<file path="src/rtl/bpcfg_pkg.sv">
// Package for the backport configuration and clocking block.
// Assumes one 40 MHz system clock and a plain register port.
package bpcfg_pkg;
    // Register offsets (byte addresses)
    localparam logic [7:0] BPCFG_OFF_MODE   = 8'h00;
    localparam logic [7:0] BPCFG_OFF_STATUS = 8'h04;
    localparam logic [7:0] BPCFG_OFF_IRQF   = 8'h08;
    localparam logic [7:0] BPCFG_OFF_HBREG  = 8'h0C;
    localparam logic [7:0] BPCFG_OFF_SA_LO  = 8'h10;
    localparam logic [7:0] BPCFG_OFF_SA_MID = 8'h14;
    localparam logic [7:0] BPCFG_OFF_SA_HI  = 8'h18;
    // Field positions
    localparam int BPCFG_MODE_LEGACY_BIT  = 0;
    localparam int BPCFG_STAT_NETOPS_BIT  = 0;
    localparam int BPCFG_STAT_RBOOT_BIT   = 1;
    localparam int BPCFG_STAT_SANITY_BIT  = 2;
    localparam int BPCFG_STAT_LEGACY_BIT  = 3;
    localparam int BPCFG_STAT_UNIT2_BIT   = 4;
    // Host base addresses, octal 17774440 and 17774460
    localparam logic [21:0] BPCFG_BASE_UNIT1 = 22'h3F_F920;
    localparam logic [21:0] BPCFG_BASE_UNIT2 = 22'h3F_F930;
    // Station address default, arbitrary value
    localparam logic [47:0] BPCFG_SA_DEFAULT = 48'h0200_0000_0001;
    // Clock figures
    localparam int BPCFG_OSC_MHZ  = 40;
    localparam int BPCFG_HALF_MHZ = 20;
    localparam int BPCFG_PROC_MHZ = 10;
    localparam int BPCFG_PROC_DIV = BPCFG_OSC_MHZ / BPCFG_PROC_MHZ;
    // Requester indices
    localparam int BPCFG_REQ_PROC = 0;
    localparam int BPCFG_REQ_LAN  = 1;
    localparam int BPCFG_REQ_HBI  = 2;
    // Arbiter states
    typedef enum logic [3:0] {
        BPCFG_IDLE  = 4'b0001,
        BPCFG_GPROC = 4'b0010,
        BPCFG_GLAN  = 4'b0100,
        BPCFG_GHBI  = 4'b1000
    } bpcfg_arb_e;
    // Switch straps carried together
    typedef struct packed {
        logic base_open;
        logic mode_open;
        logic option_open;
    } bpcfg_straps_s;
    // Register port request
    typedef struct packed {
        logic [7:0]  addr;
        logic [31:0] wdata;
        logic        wr;
        logic        rd;
    } bpcfg_reg_req_s;
endpackage

</file>
<file path="src/rtl/bpcfg_top.sv">
// Backport configuration, clocking and arbitration block.
// Assumes straps are asynchronous pins; requesters hold req until done.
// Assumes register strobes last one cycle and never come together.
// How it works
// - Base address strap picks unit address
// - Closed mode switch: normal, software selectable
// - Normal mode: net ops, boot if open
// - Open mode switch: legacy, no net ops
// - Legacy: auto sanity only if option open
// - Divide oscillator into antiphase half rates
// - Other phase yields 10MHz LAN clock
// - Divider makes 10MHz processor clock
// - Arbitrate processor, LAN, host interface
// - Arbiter drives strobes, holds control regs
// - Only processor may reach firmware ROM
// - Read-only 48-bit station address store
// - One direction control, address/data transceivers
// - Separate direction control, DMA control transceiver
// - Host slave access to I/O registers
// - Control and data DMA, block mode
// - Backport DMA over 16 lines
// - Interface controller registers via backport
`timescale 1ns/1ps
module bpcfg_top
    import bpcfg_pkg::*;
(
    // Clock and reset
    input  wire logic          clock_i,
    input  wire logic          rst_n_i,
    // Switch straps, high means open
    input  wire bpcfg_straps_s straps_i,
    // Register port
    input  wire bpcfg_reg_req_s reg_req_i,
    output logic [31:0]        reg_rdata_o,
    // Backport requesters: proc, lan, host interface
    input  wire logic [2:0]    bp_req_i,
    input  wire logic [2:0]    bp_done_i,
    input  wire logic          bp_rom_sel_i,
    output logic [2:0]         bp_gnt_o,
    output logic               bp_rom_en_o,
    output logic               bp_strobe_o,
    // Host interface DMA requests
    input  wire logic          dma_ctrl_req_i,
    input  wire logic          dma_data_req_i,
    input  wire logic          host_slave_sel_i,
    input  wire logic          host_slave_rd_i,
    output logic               dma_ctrl_act_o,
    output logic               dma_data_act_o,
    output logic               dma_block_o,
    output logic               addr_data_xcvr_dir_o,
    output logic               ctrl_xcvr_dir_o,
    output logic [15:0]        bp_dma_addr_o,
    // Clocks and configuration
    output logic               clk_a_en_o,
    output logic               clk_b_en_o,
    output logic               lan_clk_o,
    output logic               proc_clk_o,
    output logic [21:0]        base_addr_o,
    output logic               net_ops_en_o,
    output logic               remote_boot_en_o,
    output logic               sanity_auto_o,
    output logic               legacy_compat_mode_o
);

    // Three-stage strap synchroniser
    bpcfg_straps_s sync1_reg;
    bpcfg_straps_s sync2_reg;
    bpcfg_straps_s sync3_reg;
    bpcfg_straps_s straps_reg;    // Filtered strap level
    logic          strap_seen_reg; // First agreement after reset

    // Mode state
    logic          legacy_sw_reg; // Software mode select
    logic          sanity_pu_reg; // Sanity auto latched at powerup

    // Divider state
    logic          phase_reg;     // 20 MHz phase toggle
    logic [1:0]    div_reg;       // Divider to 10 MHz

    // Arbiter state
    bpcfg_arb_e    arb_reg;
    bpcfg_arb_e    arb_next;
    logic [1:0]    last_reg;      // Last granted, for rotation

    // Host interface controller state
    logic [31:0]   hbreg_reg;     // Interface controller register
    logic [15:0]   dma_cnt_reg;   // Backport DMA address counter

    // Combined decode of mode from straps and software
    // Shared by mode outputs and status read so both agree
    function automatic logic is_legacy(input bpcfg_straps_s s, input logic sw);
        return s.mode_open | sw;
    endfunction

    // Synchroniser chain; stage one feeds only stage two
    // No reset: the chain refills from the pins anyway
    always_ff @(posedge clock_i) begin
        sync1_reg <= straps_i;
        sync2_reg <= sync1_reg;
        sync3_reg <= sync2_reg;
    end

    // Accept a strap change once stages two and three agree
    // A bouncing strap keeps its old level until settled
    always_ff @(posedge clock_i) begin
        if (!rst_n_i) begin
            straps_reg     <= '0;
            strap_seen_reg <= 1'b0;
        end else if (sync2_reg == sync3_reg) begin
            straps_reg     <= sync3_reg;
            strap_seen_reg <= 1'b1;
        end
    end

    // Software mode bit, only writable when mode switch closed
    // Writes while the switch is open are dropped
    always_ff @(posedge clock_i) begin
        if (!rst_n_i) begin
            legacy_sw_reg <= 1'b0;
        end else if (reg_req_i.wr && reg_req_i.addr == BPCFG_OFF_MODE) begin
            if (!straps_reg.mode_open) begin
                legacy_sw_reg <= reg_req_i.wdata[BPCFG_MODE_LEGACY_BIT];
            end
        end else if (straps_reg.mode_open) begin
            // Switch forces legacy; drop software choice
            legacy_sw_reg <= 1'b0;
        end
    end

    // Sanity auto-enable sampled once, at powerup
    // Later strap moves are ignored until the next reset
    always_ff @(posedge clock_i) begin
        if (!rst_n_i) begin
            sanity_pu_reg <= 1'b0;
        end else if (!strap_seen_reg && sync2_reg == sync3_reg) begin
            sanity_pu_reg <= sync3_reg.mode_open & sync3_reg.option_open;
        end
    end

    // Mode outputs and base address
    // These lag the filtered straps by one cycle
    always_ff @(posedge clock_i) begin
        if (!rst_n_i) begin
            base_addr_o          <= BPCFG_BASE_UNIT1;
            net_ops_en_o         <= 1'b0;
            remote_boot_en_o     <= 1'b0;
            sanity_auto_o        <= 1'b0;
            legacy_compat_mode_o <= 1'b0;
        end else begin
            base_addr_o <= straps_reg.base_open ? BPCFG_BASE_UNIT2 : BPCFG_BASE_UNIT1;
            legacy_compat_mode_o <= is_legacy(straps_reg, legacy_sw_reg);
            net_ops_en_o     <= !is_legacy(straps_reg, legacy_sw_reg);
            remote_boot_en_o <= !is_legacy(straps_reg, legacy_sw_reg)
                                & straps_reg.option_open;
            sanity_auto_o    <= sanity_pu_reg;
        end
    end

    // Clock divider: enables stand in for clocks in a single domain
    // Free running after reset; nothing else restarts it
    always_ff @(posedge clock_i) begin
        if (!rst_n_i) begin
            phase_reg <= 1'b0;
            div_reg   <= '0;
        end else begin
            phase_reg <= ~phase_reg;
            div_reg   <= div_reg + 2'd1;
        end
    end

    // Enable outputs and derived clocks
    // Registered so derived clocks carry no decode glitch
    always_ff @(posedge clock_i) begin
        if (!rst_n_i) begin
            clk_a_en_o <= 1'b0;
            clk_b_en_o <= 1'b0;
            lan_clk_o  <= 1'b0;
            proc_clk_o <= 1'b0;
        end else begin
            clk_a_en_o <= phase_reg;
            clk_b_en_o <= ~phase_reg;
            lan_clk_o  <= div_reg[1];
            proc_clk_o <= ~div_reg[1];
        end
    end

    // Arbiter next state; alternates host interface and LAN, processor only when neither of them is eligible
    // Skipping the last owner stops host interface or LAN starving the other; the processor can still starve
    always_comb begin
        arb_next = arb_reg;
        case (arb_reg)
            BPCFG_IDLE: begin
                if (bp_req_i[BPCFG_REQ_HBI] && last_reg != 2'd2) begin
                    arb_next = BPCFG_GHBI;
                end else if (bp_req_i[BPCFG_REQ_LAN] && last_reg != 2'd1) begin
                    arb_next = BPCFG_GLAN;
                end else if (bp_req_i[BPCFG_REQ_PROC]) begin
                    arb_next = BPCFG_GPROC;
                end else if (bp_req_i[BPCFG_REQ_HBI]) begin
                    arb_next = BPCFG_GHBI;
                end else if (bp_req_i[BPCFG_REQ_LAN]) begin
                    arb_next = BPCFG_GLAN;
                end
            end
            BPCFG_GPROC: if (bp_done_i[BPCFG_REQ_PROC]) arb_next = BPCFG_IDLE;
            BPCFG_GLAN:  if (bp_done_i[BPCFG_REQ_LAN])  arb_next = BPCFG_IDLE;
            BPCFG_GHBI:  if (bp_done_i[BPCFG_REQ_HBI])  arb_next = BPCFG_IDLE;
            default:     arb_next = BPCFG_IDLE;
        endcase
    end

    // Arbiter state register and last-owner memory
    // Last owner kept while idle so rotation survives gaps
    always_ff @(posedge clock_i) begin
        if (!rst_n_i) begin
            arb_reg  <= BPCFG_IDLE;
            last_reg <= 2'd0;
        end else begin
            arb_reg <= arb_next;
            if (arb_next == BPCFG_GLAN) begin
                last_reg <= 2'd1;
            end else if (arb_next == BPCFG_GHBI) begin
                last_reg <= 2'd2;
            end else if (arb_next == BPCFG_GPROC) begin
                last_reg <= 2'd0;
            end
        end
    end

    // Grant, ROM enable and transfer strobe
    // Taken from the next state so grant and state agree
    always_ff @(posedge clock_i) begin
        if (!rst_n_i) begin
            bp_gnt_o    <= '0;
            bp_rom_en_o <= 1'b0;
            bp_strobe_o <= 1'b0;
        end else begin
            bp_gnt_o    <= {arb_next == BPCFG_GHBI, arb_next == BPCFG_GLAN,
                            arb_next == BPCFG_GPROC};
            bp_rom_en_o <= (arb_next == BPCFG_GPROC) & bp_rom_sel_i;
            bp_strobe_o <= (arb_next != BPCFG_IDLE);
        end
    end

    // Host interface DMA; control preempts data, host slave wins over both
    // Data DMA resumes by itself once the others end
    always_ff @(posedge clock_i) begin
        if (!rst_n_i) begin
            dma_ctrl_act_o       <= 1'b0;
            dma_data_act_o       <= 1'b0;
            dma_block_o          <= 1'b0;
            addr_data_xcvr_dir_o <= 1'b0;
            ctrl_xcvr_dir_o      <= 1'b0;
        end else begin
            dma_ctrl_act_o <= dma_ctrl_req_i & ~host_slave_sel_i;
            dma_data_act_o <= dma_data_req_i & ~dma_ctrl_req_i & ~host_slave_sel_i;
            dma_block_o    <= dma_data_req_i & ~dma_ctrl_req_i & ~host_slave_sel_i;
            addr_data_xcvr_dir_o <= (host_slave_sel_i & host_slave_rd_i)
                                    | (~host_slave_sel_i
                                       & (dma_ctrl_req_i | dma_data_req_i));
            ctrl_xcvr_dir_o <= ~host_slave_sel_i & (dma_ctrl_req_i | dma_data_req_i);
        end
    end

    // Backport DMA word address, counts once per host interface done under grant
    // A reload wins over a count in the same cycle
    always_ff @(posedge clock_i) begin
        if (!rst_n_i) begin
            dma_cnt_reg <= '0;
        end else if (reg_req_i.wr && reg_req_i.addr == BPCFG_OFF_HBREG) begin
            dma_cnt_reg <= reg_req_i.wdata[15:0];
        end else if (arb_reg == BPCFG_GHBI && bp_done_i[BPCFG_REQ_HBI]) begin
            dma_cnt_reg <= dma_cnt_reg + 16'd1;
        end
    end

    // Counter drives the backport address lines directly
    assign bp_dma_addr_o = dma_cnt_reg;

    // Interface controller register, written by processor over backport
    // Its low half also seeds the DMA counter
    always_ff @(posedge clock_i) begin
        if (!rst_n_i) begin
            hbreg_reg <= '0;
        end else if (reg_req_i.wr && reg_req_i.addr == BPCFG_OFF_HBREG) begin
            hbreg_reg <= reg_req_i.wdata;
        end
    end

    // Read data, one cycle after read strobe; unmapped reads zero
    // Data hold until the next read strobe
    always_ff @(posedge clock_i) begin
        if (!rst_n_i) begin
            reg_rdata_o <= '0;
        end else if (reg_req_i.rd) begin
            if (reg_req_i.addr == BPCFG_OFF_MODE) begin
                reg_rdata_o <= {31'd0, legacy_sw_reg};
            end else if (reg_req_i.addr == BPCFG_OFF_STATUS) begin
                reg_rdata_o <= {27'd0, straps_reg.base_open,
                                is_legacy(straps_reg, legacy_sw_reg), sanity_pu_reg,
                                remote_boot_en_o, net_ops_en_o};
            end else if (reg_req_i.addr == BPCFG_OFF_IRQF) begin
                reg_rdata_o <= {29'd0, bp_gnt_o};
            end else if (reg_req_i.addr == BPCFG_OFF_HBREG) begin
                reg_rdata_o <= hbreg_reg;
            end else if (reg_req_i.addr == BPCFG_OFF_SA_LO) begin
                reg_rdata_o <= {16'd0, BPCFG_SA_DEFAULT[15:0]};
            end else if (reg_req_i.addr == BPCFG_OFF_SA_MID) begin
                // Middle word of the station address
                reg_rdata_o <= {16'd0, BPCFG_SA_DEFAULT[31:16]};
            end else if (reg_req_i.addr == BPCFG_OFF_SA_HI) begin
                reg_rdata_o <= {16'd0, BPCFG_SA_DEFAULT[47:32]};
            end else begin
                reg_rdata_o <= '0;
            end
        end
    end

endmodule

</file>
<file path="config.mk">
export PLATFORM = sky130hd
export DESIGN_NAME = bpcfg_top
export DESIGN_NICKNAME = d
export VERILOG_FILES = /design/src/rtl/bpcfg_pkg.sv /design/src/rtl/bpcfg_top.sv
export SDC_FILE = /design/constraint.sdc
export NUM_CORES = 1
export LEC_CHECK = 0
export BUFFER_PORTS_ARGS = -buffer_cell sky130_fd_sc_hd__clkbuf_2
export CAP_MARGIN = 20
export CORE_ASPECT_RATIO = 1.1
export CORE_MARGIN = 2
export CORE_UTILIZATION = 55
export CTS_CLUSTER_SIZE = 10
export DETAILED_ROUTE_END_ITERATION = 10
export PLACE_DENSITY = 0.87
export SLEW_MARGIN = 20
export SYNTH_ARGS = -nofsm -noshare
export SYNTH_HDL_FRONTEND = slang
export SYNTH_SLANG_ARGS = --single-unit
</file>
<file path="constraint.sdc">
create_clock -name clock_i -period 3.8 [get_ports clock_i]
set_clock_uncertainty 0.05 [all_clocks]
set_input_delay 0 -clock clock_i [delete_from_list [all_inputs] [get_ports clock_i]]
set_output_delay 0 -clock clock_i [all_outputs]
set_load 0.05 [all_outputs]
</file>
# Word-level counts from Yosys, hierarchy flattened
# Index checks and enable logic that the tools add are counted.
# word_totals
regBits,142
in_bits,58
out_inout_bits,88
elab_cells,114
# classes
n_addsub,2
n_eq_ne,18
mux,25
bitwise,16
n_reduce_logical,15
# ops
operator,n
two-way mux 32 bit,4
two-way mux 16 bit,2
two-way mux 4 bit,8
two-way mux 10 bit,3
equality test 8 x 5 -> 1 bit (second input constant),3
adder 16 x 1 -> 16 bit (second input constant),1
equality test 8 x 4 -> 1 bit (second input constant),2
case mux 4 bit (4 select lines),1
bitwise AND 1 bit,8
equality test 4 x 2 -> 1 bit (second input constant),2
equality test 4 x 3 -> 1 bit (second input constant),2
equality test 4 bit (second input constant),2
equality test 8 x 3 -> 1 bit (second input constant),1
logical NOT 8 bit,1
logical AND 1 bit,6
nonzero test 2 bit,3
two-way mux 5 bit,1
NOT 1 bit,5
equality test 4 x 1 -> 1 bit (second input constant),1
two-way mux 1 bit,4
two-way mux 2 bit,2
!= test 2 bit (second input constant),2
!= test 4 x 1 -> 1 bit (second input constant),1
equality test 3 bit,1
7 further kinds,10

# Logic depth before layout (Yosys ltp)
# logic_depth
ltp_word,10
ltp_mapped,7
depth_no_buf,6

# Least setup slack after synthesis
# No wires, ideal clock.
# synth_path
path_kind,register to register
from,register dma_cnt_reg[2] (netlist: bp_dma_addr_o[2])
to,register dma_cnt_reg[15] (netlist: bp_dma_addr_o[15])
setup_time_ps,131
arrival_ps,1882
required_ps,3619
slack_ps,1737
stages_incl_launch_ff,7
path_buffers,1
period_less_slack_ps,2063
cell_sequence,dfxtp_1 -> nand4_1 -> or4_4 -> buf_6 -> nor4_4 -> xnor2_1 -> a21oi_1
# synth_via
elab_chain_cells,3
# synth_rtl
element,line_no,text
from (decl),bpcfg_top.sv:87,logic [15:0] dma_cnt_reg;
from (signal assigned),bpcfg_top.sv:271,dma_cnt_reg <= reg_req_i.wdata[15:0];
from (signal assigned),bpcfg_top.sv:273,dma_cnt_reg <= dma_cnt_reg + 16'd1;
adder 16 x 1 -> 16 bit,bpcfg_top.sv:273,
two-way mux 16 bit,bpcfg_top.sv:272,end else if (arb_reg == BPCFG_GHBI && bp_done_i[BPCFG_REQ_HBI]) begin
two-way mux 16 bit,bpcfg_top.sv:270,end else if (reg_req_i.wr && reg_req_i.addr == BPCFG_OFF_HBREG) begin
# Every way passes these cells. The select of a mux whose other input is x is not followed.
# A chain may end at the register's enable or synchronous reset.

# Worst setup path after layout
# layout_path
from,register arb_reg[1]
to,register arb_reg[0]
# layout_via
elab_chain_cells,2
elab_cells_between_ends,5
classes_between,eq/ne (4); mux (1)
# layout_rtl
element,line_no,text
from (decl),bpcfg_top.sv:81,bpcfg_arb_e arb_reg;
from (signal assigned),bpcfg_top.sv:219,arb_reg <= arb_next;
"equality test 4 bit, or another cell as far along",bpcfg_top.sv:191,case (arb_reg)
case mux 4 bit (4 select lines) (*),bpcfg_top.sv:191,
# Mark *: on every way between the ends. The rest lies on a longest branch, timed or not.

==> flow_summary_export.csv <==
group,metric,value,unit
outcome,status,"completed",
timing,rsz0062_at_grt,"no",
logic_synthesis,synth_cells,564,
floorplanning,dieArea,0.00949,sq mm
clock_network,clk_pin_slew,0.07,ns
floorplanning,start_util,56.8,%
critical_path,path_class,"reg -> reg",
routing,firstDrtPassIters,5,
routing,vias,4556,
global_routing,grt_max_degree,45,
cells_and_area,stdcell_count,866,
floorplanning,die_y,102,um
timing,setup_ws,1.17,ns
clock_network,cts_hold_buf,66,
critical_path,path_max_fanout,6,
critical_path,path_buf_inv,2,
critical_path,crit_path_max_incr_delay,0.62,ns
routing,drtIter0Drc,238,
global_routing,grt.total_usage,28.9,%
cells_and_area,multi_input_area,0.00211,sq mm
timing,setup_viol,0,
power_and_ir_drop,p_per_area,496,mW/mm^2
clock_network,cts.root.buffer_cell,"clkbuf_8",
global_routing,grt_overflow,0,
routing,wl,13400,um
timing,drv_slew,0,
timing,max_freq,380,MHz
power_and_ir_drop,power,3.28,mW
logic_synthesis,netlist_area,0.00480,sq mm
cells_and_area,fill_cells,544,
power_and_ir_drop,vdd_ir_drop_max,0.380,mV
logic_synthesis,synth_seq_cells,121,
placed_design,dp.cells,767,
cells_and_area,post-route-cell-area,0.00662,sq mm
timing,hold_violations,0,
floorplanning,coreArea,0.00845,sq mm
floorplanning,ioPinCount,146,
critical_path,cp_slowest_cell,"nor4b_1",
cells_and_area,drive_gt1_share,22.4,%
placed_design,port_buffers,124,
timing,max-slew-margin-rel,32.4,%
timing,fin_crit,2.63,ns
clock_network,clk_path_buf_depth,2,
placed_design,dpl_worst_slack,1.43,ns
logic_synthesis,synth.avg_cell_area,8.51,sq um
logic_synthesis,yosysMostFrequentCell,"dfxtp_1",
cells_and_area,seqCellArea,0.00242,sq mm
critical_path,cp-end-kind,"flip-flop",
critical_path,cp_cell_sequence,"nor4b_1, o31a_1, dlygate4sd3_1, o211ai_1, dlygate4sd3_1",
clock_network,cts_buffers,17,
logic_synthesis,seq_area_frac_synth,50.5,%
global_routing,grt_first_pass_wirelength,21500,um
clock_network,post_cts_buffers,0,
timing,finalCritPeriodShare,69.2,%
critical_path,cp_common_cell,"dlygate4sd3_1",
clock_network,htree_levels,4,
floorplanning,die_width,93.1,um
power_and_ir_drop,p_leak,2.78,nW
logic_synthesis,yosys-top-cells-area,"dfxtp_1 50%, a21oi_1 8.3%, nand2_1 6.0%, nor2_1 4.5%, nor2b_1 3.9%",
cells_and_area,post-route-util,78.3,%
routing,drc,0,
cells_and_area,area_delta_synth_final,37.9,%
logic_synthesis,synthArstFlopShare,0,%
timing,tns,0,ns
placed_design,dp_hpwl,7770,um
global_routing,antenna_found_initial,2,
logic_synthesis,synth_cell_types,49,
timing,fin_hold_ws,0.0510,ns
logic_synthesis,synth_top_cell_by_area,"dfxtp_1",
routing,routedWlPerCell,15.5,um
logic_synthesis,synth_edf_count,0,
clock_network,ctsResizeCount,0,
routing,viasPerCell,5.26,
clock_network,cts_sinks,121,
critical_path,cp_top_family,"buffers and inverters",
flow_run,drv_cap,0,
timing,worst_pin_slew,1.01,ns
cells_and_area,final_nets,800,
logic_synthesis,synth_common_cells,"121 x dfxtp_1, 80 x a21oi_1, 77 x nand2_1",
placed_design,placed_cell_area,0.00535,sq mm
logic_synthesis,yosysTopAreaCellShare,50.5,%
global_routing,grt_pass1_vias,4584,
logic_synthesis,yosysWarningCount,0,
critical_path,required,4.16,ns
logic_synthesis,synth-main-ff-cell,"dfxtp_1",
critical_path,crit_arrival,2.99,ns
routing,ant_nets,0,
clock_network,cts_tree,"built",
min_path,hold_path_class,"in -> reg",
clock_network,clk_latency,0.52,ns
floorplanning,std_cell_rows,35,
critical_path,start_kind,"flip-flop",
placed_design,gp_congestion,0.832,
## tightest hold or removal path, stage by stage
cell	delay [ns]
clkbuf_2	0.08
or2_2	0.15
nor4_1	0.08
xnor2_1	0.13
nand2_1	0.07
a21oi_1	0.06
## area by class of cell
type	instances	share of cell area, %
repair buffers	193	19.7
well taps	111	2.10
inverters	11	0.624
clock buffers	20	6.88
clock inverters	11	2.21
diodes	2	0.0756
multi-input cells	397	31.8
flip-flops and latches	121	36.6
## routing by layer
metal | part of all wire (%) | global-route usage [%] | vias up
li1 | - | - | 2191
met1 | 40 | 32.4 | 2108
met2 | 50 | 49.7 | 203
met3 | 5.8 | 7.74 | 54
met4 | 4.5 | 17.2 | 0
met5 | 0 | 0 | -
## cell usage in the layout (no fill, tap or decap), types with 3 or more instances in the layout
| cell | instances |
|---|---|
| a211oi_1 | 4 |
| buf_4 | 3 |
| and3_1 | 6 |
| a21oi_1 | 80 |
| bufinv_16 | 3 |
| inv_1 | 10 |
| xor2_1 | 6 |
| nand2b_1 | 5 |
| o22ai_1 | 3 |
| nand4_1 | 3 |
| dfxtp_1 | 121 |
| nand2_1 | 77 |
| clkbuf_2 | 124 |
| conb_1 | 21 |
| clkbuf_16 | 16 |
| xnor2_1 | 14 |
| nor3_1 | 5 |
| dlygate4sd3_1 | 66 |
| nor2b_1 | 30 |
| nand3_1 | 11 |
| and2_1 | 9 |
| or3_1 | 3 |
| mux2i_1 | 4 |
| nor4b_1 | 4 |
| o21ai_0 | 23 |
| nor2_1 | 58 |
| clkbuf_8 | 4 |
| clkinvlp_4 | 5 |
## cells by family (layout without fill, tap and decap cells)
family	count (synthesis)	in the layout	synth area share, %
buf+inv	65	235	7.11
other cells	2	23	0.156
compound gates	122	122	13.9
xor+xnor	20	20	3.65
fa+ha+maj	1	1	0.261
mux	6	6	1.30
simple gates	227	227	23.2
flops	121	121	50.5
## report_power, final
| group | switching [mW] | total [mW] | internal (mW) |
|---|---|---|---|
| clock network | 0.572 | 1.62 | 1.04 |
| registers | 0.0270 | 1.33 | 1.30 |
| logic | 0.213 | 0.334 | 0.121 |
| total | 0.812 | 3.28 | 2.47 |
## worst paths after layout
kind	cells after the start	end	startpoint	slack, ns
max	5	arb_reg[0]	arb_reg[1]	1.17
min	6	legacy_sw_reg	reg_req_i[35]	0.05
max reg2reg	5	arb_reg[0]	arb_reg[1]	1.17
min reg2reg	0	sync2_reg[2]	sync1_reg[2]	0.28
Power figures use the tool's default switching activity.
